==> src/dtp_defines.vh <==
/*
 * Constants of the dual eight-bit timer pair: register indices, field
 * positions, reset values and clock select codes.
 * Assumes it is included by its bare name from the design files.
 */
`ifndef DTP_DEFINES_VH
`define DTP_DEFINES_VH

// ============================================================
// Register indices (byte address is four times the index)
`define DTP_IDX_CTRL 8'hB6
`define DTP_IDX_HCNT 8'hB8
`define DTP_IDX_LCNT 8'hB9
`define DTP_IDX_HCMP 8'hBA
`define DTP_IDX_LCMP 8'hBB
`define DTP_IDX_IRQ_STS 8'hC0
`define DTP_IDX_IRQ_MASK 8'hC1
`define DTP_IDX_FLAGS 8'hC2

// ============================================================
// Control register fields
`define DTP_CTRL_HLVL 7
`define DTP_CTRL_HSEL_MSB 6
`define DTP_CTRL_HSEL_LSB 4
`define DTP_CTRL_LLVL 3
`define DTP_CTRL_LSEL_MSB 2
`define DTP_CTRL_LSEL_LSB 0

// Flag register fields
`define DTP_FLAG_HOVF 7
`define DTP_FLAG_EDGE 0

// Interrupt status / mask bit positions and width
`define DTP_IRQ_HOVF 0
`define DTP_IRQ_LOVF 1
`define DTP_IRQ_HCMP 2
`define DTP_IRQ_LCMP 3
`define DTP_IRQ_W 4

// ============================================================
// Clock select codes (three bits); codes below 3'h4 are the cascade
// or external event choice
`define DTP_SEL_DIV32 3'h4
`define DTP_SEL_DIV16 3'h5
`define DTP_SEL_DIV4 3'h6
`define DTP_SEL_DIV2 3'h7

// ============================================================
// Reset values and counter maximum
`define DTP_RST_CTRL 8'h00
`define DTP_RST_CNT 8'h00
`define DTP_RST_CMP 8'hFF
`define DTP_CNT_MAX 8'hFF

// Bus answers
`define DTP_RESP_OKAY 2'h0
`define DTP_RESP_SLVERR 2'h2

`endif

==> src/dtp_half.v <==
/*
 * One eight-bit half of the timer pair: counter, compare match and the
 * toggle output.
 * Assumes the parent supplies a one-cycle count tick and write strobes
 * all on the same clock.
 */
`timescale 1ns/1ps
`include "dtp_defines.vh"

module dtp_half (
	input wire i_mclk, // System clock
	input wire i_rst_n, // Synchronous reset, active low
	input wire i_tick, // Count enable pulse
	input wire i_cnt_we, // Software write of the counter
	input wire [7:0] i_cnt_wd, // Counter write data
	input wire [7:0] i_cmp, // Compare value
	input wire i_lvl_we, // Load output level
	input wire i_lvl, // Level to load
	output wire [7:0] o_cnt, // Count value
	output wire o_ovf, // Pulse on rollover FF to 00
	output wire o_match, // Pulse when count reaches compare
	output wire o_out // Toggle output level
);

	reg [7:0] cnt_q; // Counter
	reg [7:0] cnt_d; // Next count
	reg out_q; // Toggle output
	wire inc; // Counter advances this cycle

	// ============================================================
	// Count and rollover
	// A software write wins over a tick in the same cycle, so the
	// written value is never lost to a simultaneous increment.
	assign inc = i_tick & ~i_cnt_we;
	assign o_ovf = inc & (cnt_q == `DTP_CNT_MAX);
	assign o_match = inc & (cnt_d == i_cmp);

	// Next count
	always @* begin
		if (i_cnt_we) begin
			cnt_d = i_cnt_wd; // RULE10
		end else if (i_tick) begin
			cnt_d = cnt_q + 8'h01; // RULE10
		end else begin
			cnt_d = cnt_q;
		end
	end

	// Counter and output flops
	always @(posedge i_mclk) begin
		if (!i_rst_n) begin
			cnt_q <= `DTP_RST_CNT;
			out_q <= 1'b0;
		end else begin
			cnt_q <= cnt_d;
			if (i_lvl_we) begin
				out_q <= i_lvl; // RULE7 RULE8
			end else if (o_match) begin
				out_q <= ~out_q;
			end
		end
	end

	assign o_cnt = cnt_q;
	assign o_out = out_q;

endmodule // dtp_half

==> src/dtp_timer.v <==
/*
 * Dual eight-bit timer pair with AXI4-Lite register access, compare
 * toggle outputs, high-half overflow flag and a masked interrupt.
 * Assumes one system clock, a synchronous active-low reset and an
 * external event pin that is asynchronous to the clock.
 */
// The AXI4-Lite interface to the registers is this design's own decision.
// Function
// RULE1 - High counter rollover FF to 00 sets flag
// RULE2 - Flag clears only by read-one then write-zero
// RULE3 - Writing one to the flag does nothing
// RULE4 - Cascade mode counts low-half overflows
// RULE5 - Low source: event edge or clock/32,16,4,2
// RULE6 - High source: clock divided by 32,16,4,2
// RULE7 - High level bit sets high output level
// RULE8 - Low level bit sets low output level
// RULE9 - Control register write-only, eight bits, resets zero
// RULE10 - Counters increment per tick, software accessible
`timescale 1ns/1ps
`include "dtp_defines.vh"

module dtp_timer (
	input wire i_mclk, // System clock, 200 MHz
	input wire i_rst_n, // Synchronous reset, active low
	input wire i_external_event_input, // Event pin, asynchronous
	input wire [31:0] i_s_axi_awaddr, // Write address
	input wire i_s_axi_awvalid, // Write address valid
	output reg o_s_axi_awready, // Write address ready
	input wire [31:0] i_s_axi_wdata, // Write data
	input wire [3:0] i_s_axi_wstrb, // Write byte strobes
	input wire i_s_axi_wvalid, // Write data valid
	output reg o_s_axi_wready, // Write data ready
	output reg [1:0] o_s_axi_bresp, // Write response
	output reg o_s_axi_bvalid, // Write response valid
	input wire i_s_axi_bready, // Write response ready
	input wire [31:0] i_s_axi_araddr, // Read address
	input wire i_s_axi_arvalid, // Read address valid
	output reg o_s_axi_arready, // Read address ready
	output reg [31:0] o_s_axi_rdata, // Read data
	output reg [1:0] o_s_axi_rresp, // Read response
	output reg o_s_axi_rvalid, // Read data valid
	input wire i_s_axi_rready, // Read data ready
	output reg o_high_out, // High-half timer output
	output reg o_low_out, // Low-half timer output
	output reg o_irq // Interrupt, active high level
);

	// ============================================================
	// Declarations
	reg [7:0] ctrl_q; // Timer pair control, write-only
	reg [7:0] hcmp_q; // High compare
	reg [7:0] lcmp_q; // Low compare
	reg hovf_q; // High-half overflow flag
	reg hovf_armed_q; // Flag was read as one
	reg edge_q; // External edge select, 1 = falling
	reg [`DTP_IRQ_W-1:0] irq_sts_q; // Sticky interrupt status
	reg [`DTP_IRQ_W-1:0] irq_mask_q; // Interrupt mask
	reg [4:0] presc_q; // Free-running prescaler
	reg ev_s1_q; // Event synchroniser stage one
	reg ev_s2_q; // Event synchroniser stage two
	reg ev_s3_q; // Delayed event for edge detect
	reg aw_held_q; // Write address captured
	reg w_held_q; // Write data captured
	reg [7:0] aw_idx_q; // Captured write index
	reg aw_bad_q; // Captured write address is misaligned or out of range
	reg [31:0] wdata_q; // Captured write data
	reg wstrb0_q; // Captured low byte strobe
	reg [31:0] rdata_d; // Read mux
	reg rhit_d; // Read index is mapped
	reg [3:0] div_tick; // Ticks for /2, /4, /16, /32
	reg ltick; // Low count tick
	reg htick; // High count tick
	wire ev_rise; // Synchronised rising edge
	wire ev_fall; // Synchronised falling edge
	wire do_wr; // Register write this cycle
	wire wr_lo; // Low byte is written
	wire [7:0] wd; // Write byte
	wire [7:0] ar_idx; // Read index
	wire do_rd; // Read taken this cycle
	wire [7:0] hcnt; // High count
	wire [7:0] lcnt; // Low count
	wire hovf_p; // High rollover pulse
	wire lovf_p; // Low rollover pulse
	wire hmatch_p; // High compare match
	wire lmatch_p; // Low compare match
	wire hout; // High toggle level
	wire lout; // Low toggle level
	wire ctrl_we; // Control register write
	wire [`DTP_IRQ_W-1:0] irq_evt; // Interrupt events
	wire [`DTP_IRQ_W-1:0] irq_sts_d; // Next status

	// ============================================================
	// Prescaler and divided ticks
	// One shared prescaler keeps both halves phase-aligned; a tick of
	// clock/N is the cycle in which the low log2(N) bits are all ones.
	always @(posedge i_mclk) begin
		if (!i_rst_n) begin
			presc_q <= 5'h00;
		end else begin
			presc_q <= presc_q + 5'h01;
		end
	end

	// Divided tick decode
	always @* begin
		div_tick[0] = presc_q[0];
		div_tick[1] = &presc_q[1:0];
		div_tick[2] = &presc_q[3:0];
		div_tick[3] = &presc_q[4:0];
	end

	// ============================================================
	// External event synchroniser and edge detect
	always @(posedge i_mclk) begin
		if (!i_rst_n) begin
			ev_s1_q <= 1'b0;
			ev_s2_q <= 1'b0;
			ev_s3_q <= 1'b0;
		end else begin
			ev_s1_q <= i_external_event_input;
			ev_s2_q <= ev_s1_q;
			ev_s3_q <= ev_s2_q;
		end
	end

	assign ev_rise = ev_s2_q & ~ev_s3_q;
	assign ev_fall = ~ev_s2_q & ev_s3_q;

	// ============================================================
	// Clock source selection
	// Low half
	always @* begin
		case (ctrl_q[`DTP_CTRL_LSEL_MSB:`DTP_CTRL_LSEL_LSB])
			`DTP_SEL_DIV32: ltick = div_tick[3]; // RULE5
			`DTP_SEL_DIV16: ltick = div_tick[2]; // RULE5
			`DTP_SEL_DIV4: ltick = div_tick[1]; // RULE5
			`DTP_SEL_DIV2: ltick = div_tick[0]; // RULE5
			default: ltick = edge_q ? ev_fall : ev_rise; // RULE5
		endcase
	end

	// High half
	always @* begin
		case (ctrl_q[`DTP_CTRL_HSEL_MSB:`DTP_CTRL_HSEL_LSB])
			`DTP_SEL_DIV32: htick = div_tick[3]; // RULE6
			`DTP_SEL_DIV16: htick = div_tick[2]; // RULE6
			`DTP_SEL_DIV4: htick = div_tick[1]; // RULE6
			`DTP_SEL_DIV2: htick = div_tick[0]; // RULE6
			default: htick = lovf_p; // RULE4
		endcase
	end

	// ============================================================
	// AXI4-Lite write channel
	// Address and data are taken independently and held until both are
	// present; the write then happens in one cycle and bvalid follows.
	assign do_wr = aw_held_q & w_held_q & ~o_s_axi_bvalid;
	assign wr_lo = do_wr & wstrb0_q & ~aw_bad_q;
	assign wd = wdata_q[7:0];
	assign ctrl_we = wr_lo & (aw_idx_q == `DTP_IDX_CTRL);

	// Write handshake
	always @(posedge i_mclk) begin
		if (!i_rst_n) begin
			o_s_axi_awready <= 1'b0;
			o_s_axi_wready <= 1'b0;
			o_s_axi_bvalid <= 1'b0;
			o_s_axi_bresp <= `DTP_RESP_OKAY;
			aw_held_q <= 1'b0;
			w_held_q <= 1'b0;
			aw_idx_q <= 8'h00;
			aw_bad_q <= 1'b0;
			wdata_q <= 32'h00000000;
			wstrb0_q <= 1'b0;
		end else begin
			o_s_axi_awready <= ~aw_held_q & ~o_s_axi_awready & i_s_axi_awvalid;
			o_s_axi_wready <= ~w_held_q & ~o_s_axi_wready & i_s_axi_wvalid;
			if (o_s_axi_awready & i_s_axi_awvalid) begin
				aw_held_q <= 1'b1;
				aw_idx_q <= i_s_axi_awaddr[9:2];
				aw_bad_q <= (i_s_axi_awaddr[1:0] != 2'h0) | (i_s_axi_awaddr[31:10] != 22'h000000);
			end
			if (o_s_axi_wready & i_s_axi_wvalid) begin
				w_held_q <= 1'b1;
				wdata_q <= i_s_axi_wdata;
				wstrb0_q <= i_s_axi_wstrb[0];
			end
			if (do_wr) begin
				o_s_axi_bvalid <= 1'b1;
				o_s_axi_bresp <= (aw_bad_q | ~wr_hit(aw_idx_q)) ? `DTP_RESP_SLVERR : `DTP_RESP_OKAY;
			end else if (o_s_axi_bvalid & i_s_axi_bready) begin
				o_s_axi_bvalid <= 1'b0;
				aw_held_q <= 1'b0;
				w_held_q <= 1'b0;
			end
		end
	end

	// Mapped write index
	function wr_hit;
		input [7:0] idx;
		begin
			wr_hit = (idx == `DTP_IDX_CTRL) | (idx == `DTP_IDX_HCNT) | (idx == `DTP_IDX_LCNT) |
				(idx == `DTP_IDX_HCMP) | (idx == `DTP_IDX_LCMP) | (idx == `DTP_IDX_IRQ_STS) |
				(idx == `DTP_IDX_IRQ_MASK) | (idx == `DTP_IDX_FLAGS);
		end
	endfunction

	// ============================================================
	// Configuration registers
	always @(posedge i_mclk) begin
		if (!i_rst_n) begin
			ctrl_q <= `DTP_RST_CTRL; // RULE9
			hcmp_q <= `DTP_RST_CMP;
			lcmp_q <= `DTP_RST_CMP;
			irq_mask_q <= {`DTP_IRQ_W{1'b0}};
			edge_q <= 1'b0;
		end else if (wr_lo) begin
			if (aw_idx_q == `DTP_IDX_CTRL) begin
				ctrl_q <= wd; // RULE9
			end
			if (aw_idx_q == `DTP_IDX_HCMP) begin
				hcmp_q <= wd;
			end
			if (aw_idx_q == `DTP_IDX_LCMP) begin
				lcmp_q <= wd;
			end
			if (aw_idx_q == `DTP_IDX_IRQ_MASK) begin
				irq_mask_q <= wd[`DTP_IRQ_W-1:0];
			end
			if (aw_idx_q == `DTP_IDX_FLAGS) begin
				edge_q <= wd[`DTP_FLAG_EDGE];
			end
		end
	end

	// ============================================================
	// Counter halves
	// Low half
	dtp_half u_low (
		.i_mclk(i_mclk),
		.i_rst_n(i_rst_n),
		.i_tick(ltick),
		.i_cnt_we(wr_lo & (aw_idx_q == `DTP_IDX_LCNT)),
		.i_cnt_wd(wd),
		.i_cmp(lcmp_q),
		.i_lvl_we(ctrl_we),
		.i_lvl(wd[`DTP_CTRL_LLVL]),
		.o_cnt(lcnt),
		.o_ovf(lovf_p),
		.o_match(lmatch_p),
		.o_out(lout)
	);

	// High half
	dtp_half u_high (
		.i_mclk(i_mclk),
		.i_rst_n(i_rst_n),
		.i_tick(htick),
		.i_cnt_we(wr_lo & (aw_idx_q == `DTP_IDX_HCNT)),
		.i_cnt_wd(wd),
		.i_cmp(hcmp_q),
		.i_lvl_we(ctrl_we),
		.i_lvl(wd[`DTP_CTRL_HLVL]),
		.o_cnt(hcnt),
		.o_ovf(hovf_p),
		.o_match(hmatch_p),
		.o_out(hout)
	);

	// ============================================================
	// High-half overflow flag
	// Clearing needs a read that saw the flag set followed by a write of
	// zero; a rollover in the clearing cycle still wins.
	always @(posedge i_mclk) begin
		if (!i_rst_n) begin
			hovf_q <= 1'b0;
			hovf_armed_q <= 1'b0;
		end else begin
			if (hovf_p) begin
				hovf_q <= 1'b1; // RULE1
			end else if (wr_lo & (aw_idx_q == `DTP_IDX_FLAGS) & ~wd[`DTP_FLAG_HOVF] &
				hovf_armed_q) begin
				hovf_q <= 1'b0; // RULE2 RULE3
			end
			if (do_rd & (ar_idx == `DTP_IDX_FLAGS)) begin
				hovf_armed_q <= hovf_q; // RULE2
			end else if (wr_lo & (aw_idx_q == `DTP_IDX_FLAGS)) begin
				hovf_armed_q <= 1'b0;
			end
		end
	end

	// ============================================================
	// Interrupt status, mask and output
	assign irq_evt = {lmatch_p, hmatch_p, lovf_p, hovf_p};
	assign irq_sts_d = irq_evt | (irq_sts_q &
		~((wr_lo & (aw_idx_q == `DTP_IDX_IRQ_STS)) ? wd[`DTP_IRQ_W-1:0] : {`DTP_IRQ_W{1'b0}}));

	// Sticky status and registered outputs
	always @(posedge i_mclk) begin
		if (!i_rst_n) begin
			irq_sts_q <= {`DTP_IRQ_W{1'b0}};
			o_irq <= 1'b0;
			o_high_out <= 1'b0;
			o_low_out <= 1'b0;
		end else begin
			irq_sts_q <= irq_sts_d;
			o_irq <= |(irq_sts_d & irq_mask_q);
			o_high_out <= hout; // RULE7
			o_low_out <= lout; // RULE8
		end
	end

	// ============================================================
	// AXI4-Lite read channel
	assign ar_idx = i_s_axi_araddr[9:2];
	assign do_rd = o_s_axi_arready & i_s_axi_arvalid;

	// Read mux; the control register is write-only and reads zero
	always @* begin
		rhit_d = 1'b1;
		case (ar_idx)
			`DTP_IDX_CTRL: rdata_d = 32'h00000000; // RULE9
			`DTP_IDX_HCNT: rdata_d = {24'h000000, hcnt}; // RULE10
			`DTP_IDX_LCNT: rdata_d = {24'h000000, lcnt}; // RULE10
			`DTP_IDX_HCMP: rdata_d = {24'h000000, hcmp_q};
			`DTP_IDX_LCMP: rdata_d = {24'h000000, lcmp_q};
			`DTP_IDX_IRQ_STS: rdata_d = {28'h0000000, irq_sts_q};
			`DTP_IDX_IRQ_MASK: rdata_d = {28'h0000000, irq_mask_q};
			`DTP_IDX_FLAGS: rdata_d = {24'h000000, hovf_q, 6'h00, edge_q};
			default: begin
				rdata_d = 32'h00000000;
				rhit_d = 1'b0;
			end
		endcase
		if ((i_s_axi_araddr[1:0] != 2'h0) | (i_s_axi_araddr[31:10] != 22'h000000)) begin
			rhit_d = 1'b0;
			rdata_d = 32'h00000000;
		end
	end

	// Read handshake: address taken, answer in the next cycle
	always @(posedge i_mclk) begin
		if (!i_rst_n) begin
			o_s_axi_arready <= 1'b0;
			o_s_axi_rvalid <= 1'b0;
			o_s_axi_rdata <= 32'h00000000;
			o_s_axi_rresp <= `DTP_RESP_OKAY;
		end else begin
			o_s_axi_arready <= ~o_s_axi_arready & ~o_s_axi_rvalid & i_s_axi_arvalid;
			if (do_rd) begin
				o_s_axi_rvalid <= 1'b1;
				o_s_axi_rdata <= rdata_d;
				o_s_axi_rresp <= rhit_d ? `DTP_RESP_OKAY : `DTP_RESP_SLVERR;
			end else if (o_s_axi_rvalid & i_s_axi_rready) begin
				o_s_axi_rvalid <= 1'b0;
			end
		end
	end

endmodule // dtp_timer

==> config.mk <==
export PLATFORM = sky130hd
export DESIGN_NAME = dtp_timer
export DESIGN_NICKNAME = d
export VERILOG_FILES = /design/src/dtp_half.v /design/src/dtp_timer.v
export VERILOG_INCLUDE_DIRS = /design/src
export SDC_FILE = /design/constraint.sdc
export NUM_CORES = 1
export LEC_CHECK = 0
export BUFFER_PORTS_ARGS = -buffer_cell sky130_fd_sc_hd__buf_4
export CORE_MARGIN = 4
export CORE_UTILIZATION = 49
export CTS_BUF_LIST = sky130_fd_sc_hd__clkbuf_8
export DETAILED_ROUTE_END_ITERATION = 8
export PLACE_DENSITY = 0.82
export SYNTH_ARGS = -nofsm -noshare
export SYNTH_HDL_FRONTEND = slang
export SYNTH_SLANG_ARGS = --single-unit
==> constraint.sdc <==
create_clock -name i_mclk -period 2.82 [get_ports i_mclk]
set_input_delay 0.423 -clock i_mclk [delete_from_list [all_inputs] [get_ports i_mclk]]
set_output_delay 0.423 -clock i_mclk [all_outputs]
set_load 0.05 [all_outputs]
# After elaboration in Yosys (flattened, before gate mapping)
# Index checks and enable logic that the tools add are counted.
dict set report word_totals {
  register_bits 124
  input_bits 108
  output_inout_bits 44
  wordCells 177
}
dict set report classes {
  n_addsub 3
  eq_ne 28
  muxes 32
  n_bitwise 61
  reduce_logical 20
}
# operator n
set op_table {}
lappend op_table {{8-bit == test (second input constant)} 18}
lappend op_table {{8-bit one-hot mux with 7 select lines} 1}
lappend op_table {{22-bit nonzero test} 2}
lappend op_table {{32-bit two-way mux} 1}
lappend op_table {{8-bit two-way mux} 4}
lappend op_table {{1-bit AND} 31}
lappend op_table {{3-bit == test (second input constant)} 8}
lappend op_table {{1-bit two-way mux} 21}
lappend op_table {{8-bit by 1-bit adder with 8-bit output (second input constant)} 2}
lappend op_table {{8-bit == test} 2}
lappend op_table {{1-bit inverter} 16}
lappend op_table {{2-bit nonzero test} 8}
lappend op_table {{2-bit AND reduction} 6}
lappend op_table {{1-bit OR} 10}
lappend op_table {{4-bit AND} 2}
lappend op_table {{1-bit one-hot mux with 4 select lines} 2}
lappend op_table {{8-bit OR reduction} 1}
lappend op_table {{5-bit by 1-bit adder with 5-bit output (second input constant)} 1}
lappend op_table {{5-bit AND reduction} 1}
lappend op_table {{2-bit two-way mux} 2}
lappend op_table {{4-bit two-way mux} 1}
lappend op_table {{4-bit inverter} 1}
lappend op_table {{4-bit OR} 1}
lappend op_table {{4-bit AND reduction} 1}
lappend op_table {{4-bit OR reduction} 1}

# Depth between registers and ports, before layout
dict set report logic_depth {
  ltp_word 16
  ltp_mapped 12
  mapped_depth_nobuf 11
}

# Modules after synthesis
# Synthesis repeated with hierarchy kept, for this count alone.
dict set report hier_totals {
  cells_unflattened 600
  hier_area_um2 5328.9
}
# mod n_inst cells_each area_each_um2 seq_area_each_um2
set modules_own_cells {}
lappend modules_own_cells {dtp_timer 1 402 3782.4 1581.5}
lappend modules_own_cells {dtp_half 2 99 773.2 180.2}

# Worst setup path after synthesis
# Ideal clock, no wire load.
dict set report synth_timing {
  kind {register -> register}
  startpoint {register presc_q[0]}
  endpoint {register u_high.out_q, in the netlist u_high.o_out}
  setup_ps 139
  arrival_time_ps 2991
  required_ps 2681
  slack_ps -310
  path_stages_with_launch 13
  cell_sequence {dfxtp_1 ha_1 and3_1 ha_1 mux2i_1 a32o_2 or4_4 buf_6 o21ai_4 nand3_2 a311o_1 o41ai_1 a31oi_1}
}
dict set report synth_via {
  elab_chain_len 10
  elab_cells_between_ends 13
  cone_classes {eq/ne: 1; mux: 4; bitwise: 4; reduce/logical: 4}
}
# item line
set synth_lines {}
lappend synth_lines {{from (decl)} dtp_timer.v:58} ;# reg [4:0] presc_q;
lappend synth_lines {{from (signal assigned)} dtp_timer.v:100} ;# presc_q <= presc_q + 5'h01;
lappend synth_lines {{5-bit AND reduction (tied with other cells)} dtp_timer.v:109} ;# div_tick[3] = &presc_q[4:0];
lappend synth_lines {{1-bit one-hot mux with 4 select lines} dtp_timer.v:133} ;# case (ctrl_q[`DTP_CTRL_LSEL_MSB:`DTP_CTRL_LSEL_LSB])
lappend synth_lines {{1-bit AND} dtp_half.v:34} ;# assign inc = i_tick & ~i_cnt_we;
lappend synth_lines {{1-bit AND} dtp_half.v:35} ;# assign o_ovf = inc & (cnt_q == `DTP_CNT_MAX);
lappend synth_lines {{1-bit one-hot mux with 4 select lines (*)} dtp_timer.v:144} ;# case (ctrl_q[`DTP_CTRL_HSEL_MSB:`DTP_CTRL_HSEL_LSB])
lappend synth_lines {{8-bit two-way mux} dtp_half.v:42} ;# end else if (i_tick) begin
lappend synth_lines {{8-bit two-way mux} dtp_half.v:40} ;# if (i_cnt_we) begin
lappend synth_lines {{8-bit == test} dtp_half.v:36} ;# assign o_match = inc & (cnt_d == i_cmp);
lappend synth_lines {{1-bit AND (*)} dtp_half.v:36}
lappend synth_lines {{2-bit nonzero test (no source line) (*)} --}
lappend synth_lines {{to (signal assigned)} dtp_half.v:57} ;# out_q <= i_lvl;
lappend synth_lines {{to (signal assigned)} dtp_half.v:59} ;# out_q <= ~out_q;
lappend synth_lines {{to (decl)} dtp_half.v:27} ;# reg out_q;
# Every way passes the cells marked *; elsewhere a longest branch is shown, timed or not.
# A chain may end at the register's enable or synchronous reset.

# Final worst setup path
dict set report layout_timing {
  startpoint {register presc_q[0]}
  endpoint {register o_irq}
}
dict set report layout_via {
  elab_chain_len 12
  elab_cells_between_ends 20
  cone_classes {eq/ne: 2; mux: 6; bitwise: 8; reduce/logical: 4}
}
# item line
set layout_lines {}
lappend layout_lines {{5-bit AND reduction (tied with other cells)} dtp_timer.v:109}
lappend layout_lines {{1-bit one-hot mux with 4 select lines} dtp_timer.v:133}
lappend layout_lines {{1-bit AND} dtp_half.v:34}
lappend layout_lines {{1-bit AND} dtp_half.v:35}
lappend layout_lines {{1-bit one-hot mux with 4 select lines} dtp_timer.v:144}
lappend layout_lines {{8-bit two-way mux} dtp_half.v:42}
lappend layout_lines {{8-bit two-way mux} dtp_half.v:40}
lappend layout_lines {{8-bit == test} dtp_half.v:36}
lappend layout_lines {{1-bit AND} dtp_half.v:36}
lappend layout_lines {{4-bit OR (*)} dtp_timer.v:297} ;# assign irq_sts_d = irq_evt | (irq_sts_q &
lappend layout_lines {{4-bit AND (*)} dtp_timer.v:309} ;# o_irq <= |(irq_sts_d & irq_mask_q);
lappend layout_lines {{4-bit OR reduction (*)} dtp_timer.v:309}
lappend layout_lines {{to (signal assigned)} dtp_timer.v:309}
lappend layout_lines {{to (decl)} dtp_timer.v:45} ;# output reg o_irq
# Marks and branches as above.

==> impl_metrics.yaml <==
status:
  status: "finished with violations"
  violations: "setup timing"
yosys:
  ys_seq_area_share_pct: 38.0
  synth_enable_flop_cells: 0
  synth_area_leaders: "dfxtp_1, nand2_1, a21oi_1"
  netlist.area_leader.share_pct: 38.0
  ys_seq_elements: 97
  synthArstFlopShare_pct: 0
  syn_inst: 628
  yosys_warnings: 0
  dominantRegCellSynth: "dfxtp_1"
  avgSynthCellArea_um2: 8.14
  netlist_area_um2: 5110
  yosysTopAreaCell: "dfxtp_1"
  synth.distinct_cells: 72
timing:
  fin_worst_skew_ps: 15.0
  max-slew-margin-rel_pct: 54.9
  hold_viol_final: 0
  worst_slack_ps: -111
  max_freq_mhz: 341
  min_period_over_period_pct: 104
  period_needed_ps: 2930
  final_max_slew_viol_count: 0
  rsz0062_at_grt: "true"
  worst_slew_pin_slew_ps: 674
  finalSetupViolCount: 4
  whs_ps: 261
pwr:
  p_int_mw: 1.95
  sw_frac_of_total_pct: 27.2
  combPwrFrac_pct: 11.7
  p_seq_share_pct: 52.9
  clock_power_share_pct: 35.5
  peakVddDrop_v: 0.000229
  leakage_nw: 2.58
  switching_power_mw: 0.729
  power.density_nw_per_um2: 415
place:
  gp_congestion: 0.945
  placed_area_um2: 6150
  dp.final_hpwl_um: 11500
  port_buffers: 98
  place_ws_ps: -89.4
  place_inst: 876
setup_path:
  worst_ep_required_time_ps: 3120
  end_kind: "flop"
  cp.arrival_ps: 3230
  worstSetupPathType: "reg2reg"
  critPathLaunchType: "flop"
  cp_max_fo: 5
routing:
  drt_iter0_markers: 348
  wl_um: 15200
  wl_per_cell_um: 17.0
  drc: 0
  antenna_left: 0
  routed_via_density: 5.64
  vias: 5045
  drt_first_pass_iters: 5
clocking:
  clkLatencyLatePin_ps: 360
  ctsRootBufferMaster: "clkbuf_8"
  cts_made_buffers: 9
  cts_tree: "done"
  cts_sinks: 97
  cts.clk_slew.worst_paths_ps: 100
  cts_max_level: 3
  clockBufferDepth: 2
global_route:
  antenna_found_initial: 0
  grt_pass1_wl_um: 23900
  grt_max_degree: 37
  grt_pass1_vias: 4914
  grt.overflow.total: 0
  grt_usage_pct: 25.4
min_path:
  hold_path_class: "in2reg"
finish:
  n_antenna_cell: 0
  stdcell_area_um2: 6460
  drive_above_1_share_pct: 25.3
  nets: 865
  areaGrowthSynthToFinish_pct: 26.4
  fin_cells: 894
job:
  cap_violations: 0
floorplan:
  ios: 152
  die_area_um2: 12100
  die_w_um: 110
  start_util_pct: 50.0
  rows: 37
  core_area_um2: 10200
  die_h_um: 110
==> cell families after synthesis <==
| kind of cell | Yosys count | share of synthesized area (%) |
|---|---|---|
| AOI/OAI and AO/OA | 128 | 18.0 |
| other | 1 | 0.0733 |
| and+or+nand+nor | 293 | 27.8 |
| xor gates and xnor gates | 31 | 5.31 |
| buffers and inverters | 62 | 7.22 |
| muxes | 12 | 2.62 |
| adders and majority gates | 4 | 0.979 |
| DFF | 97 | 38.0 |
==> power groups by stage <==
stage	logic [mW]	clock network, mW	registers [mW]
3_3_place_gp	0.299	0	1.45
5_1_grt	0.340	1.01	1.42
4_1_cts	0.308	0.956	1.42
6_report	0.313	0.951	1.42
3_5_place_dp	0.307	0	1.45
2_1_floorplan	0.194	0	1.45
==> flip-flops by register name (all words and copies together) (netlist names), 4 cells and up <==
register       count
irq_sts_q          4
presc_q            5
lcmp_q             8
wdata_q            8
hcmp_q             8
u_high.o_cnt       8
ctrl_q             6
aw_idx_q           8
irq_mask_q         4
u_low.o_cnt        8
o_s_axi_rdata      8
==> final cells by class <==
cell class	count	area, um2
timing repair buffer	142	1070
fill	886	3770
clock buffer	10	138
multi-input combinational	494	3040
tap	136	170
inverter	9	33.8
clock inverter	6	67.6
sequential	97	1950
==> synthesized netlist by cell type, types with 2 or more instances <==
library cell and n:
a21oi_1 43, inv_1 8, o21ai_0 7, nand2b_1 8
nand4_1 9, nand4b_1 2, nor4b_1 3, and3_1 5
dfxtp_1 97, and2b_2 2, and2_1 13, or3_1 2
nor4_1 18, mux2i_1 10, buf_2 4, o41ai_1 2
or3_2 2, o21a_1 2, nor3_1 15, a211oi_1 12
nand3b_1 3, a22oi_1 28, nor2_1 56, o31ai_1 4
nand3_1 38, nor2b_1 4, buf_4 26, nor3b_1 2
nand2_1 101, xor2_1 11, o211ai_1 5, a31oi_1 3
ha_1 4, clkbuf_1 20, or4_1 3, xnor2_1 20
==> what timing repair did <==
item / CTS / global route
endpoints found under the setup margin: 4 / 7
gates resized for setup: 3 / 13
buffers inserted: 1 / 1
pin swaps: 3 / 9
hold buffers: 0 / 0
==> worst max-delay path, stage by stage, from the launching register on <==
cell,delay (ps)
dfxtp_4,370
ha_4,130
and3_4,180
ha_4,120
mux2i_1,50
a32o_2,240
or4_4,480
o21a_4,240
o311ai_4,260
xor2_2,170
o41ai_4,420
a31o_1,190
==> cell usage in the layout (no fill, tap or decap), drive strengths merged, types with 8 or more instances in the layout <==
cell type	Yosys	routed
xnor2	20	20
nand3	39	39
a211oi	12	12
nand2	101	101
buf	32	142
clkbuf	21	10
a22oi	28	28
nand4	9	9
mux2i	10	10
nor3	15	15
conb	1	26
dfxtp	97	97
nor2	56	56
xor2	11	11
a21oi	43	43
nor4	18	18
nand2b	8	8
o21ai	9	9
inv	9	11
and2	14	14
==> final timing paths <==
kind | start | endpoint | slack, ps | depth (start not counted)
min reg2reg | aw_held_q | o_s_axi_awready | 460 | 1
min | i_external_event_input | ev_s1_q | 260 | 2
max reg2reg | presc_q[0] | o_irq | -110 | 11
max | presc_q[0] | o_irq | -110 | 11
==> per-layer routing <==
metal  vias up  routed length [um]  global-route usage [%]
met5         -                   0                       0
met4         0                 515                    10.2
met3        41                1160                    4.48
met2       198                7380                    43.8
met1      2357                6120                    31.2
li1       2449                   -                       -
==> metrics by stage <==
stage                     util (%)  TNS, ps  power (mW)
after floorplan                  -    -11.3        1.65
after global placement        60.1    -51.5        1.75
after detailed placement      60.1     -283        1.76
after CTS                     62.4     -338        2.68
after global routing          63.2     -846        2.77
final                         63.2     -336        2.68
(Power assumes the default switching activity.)
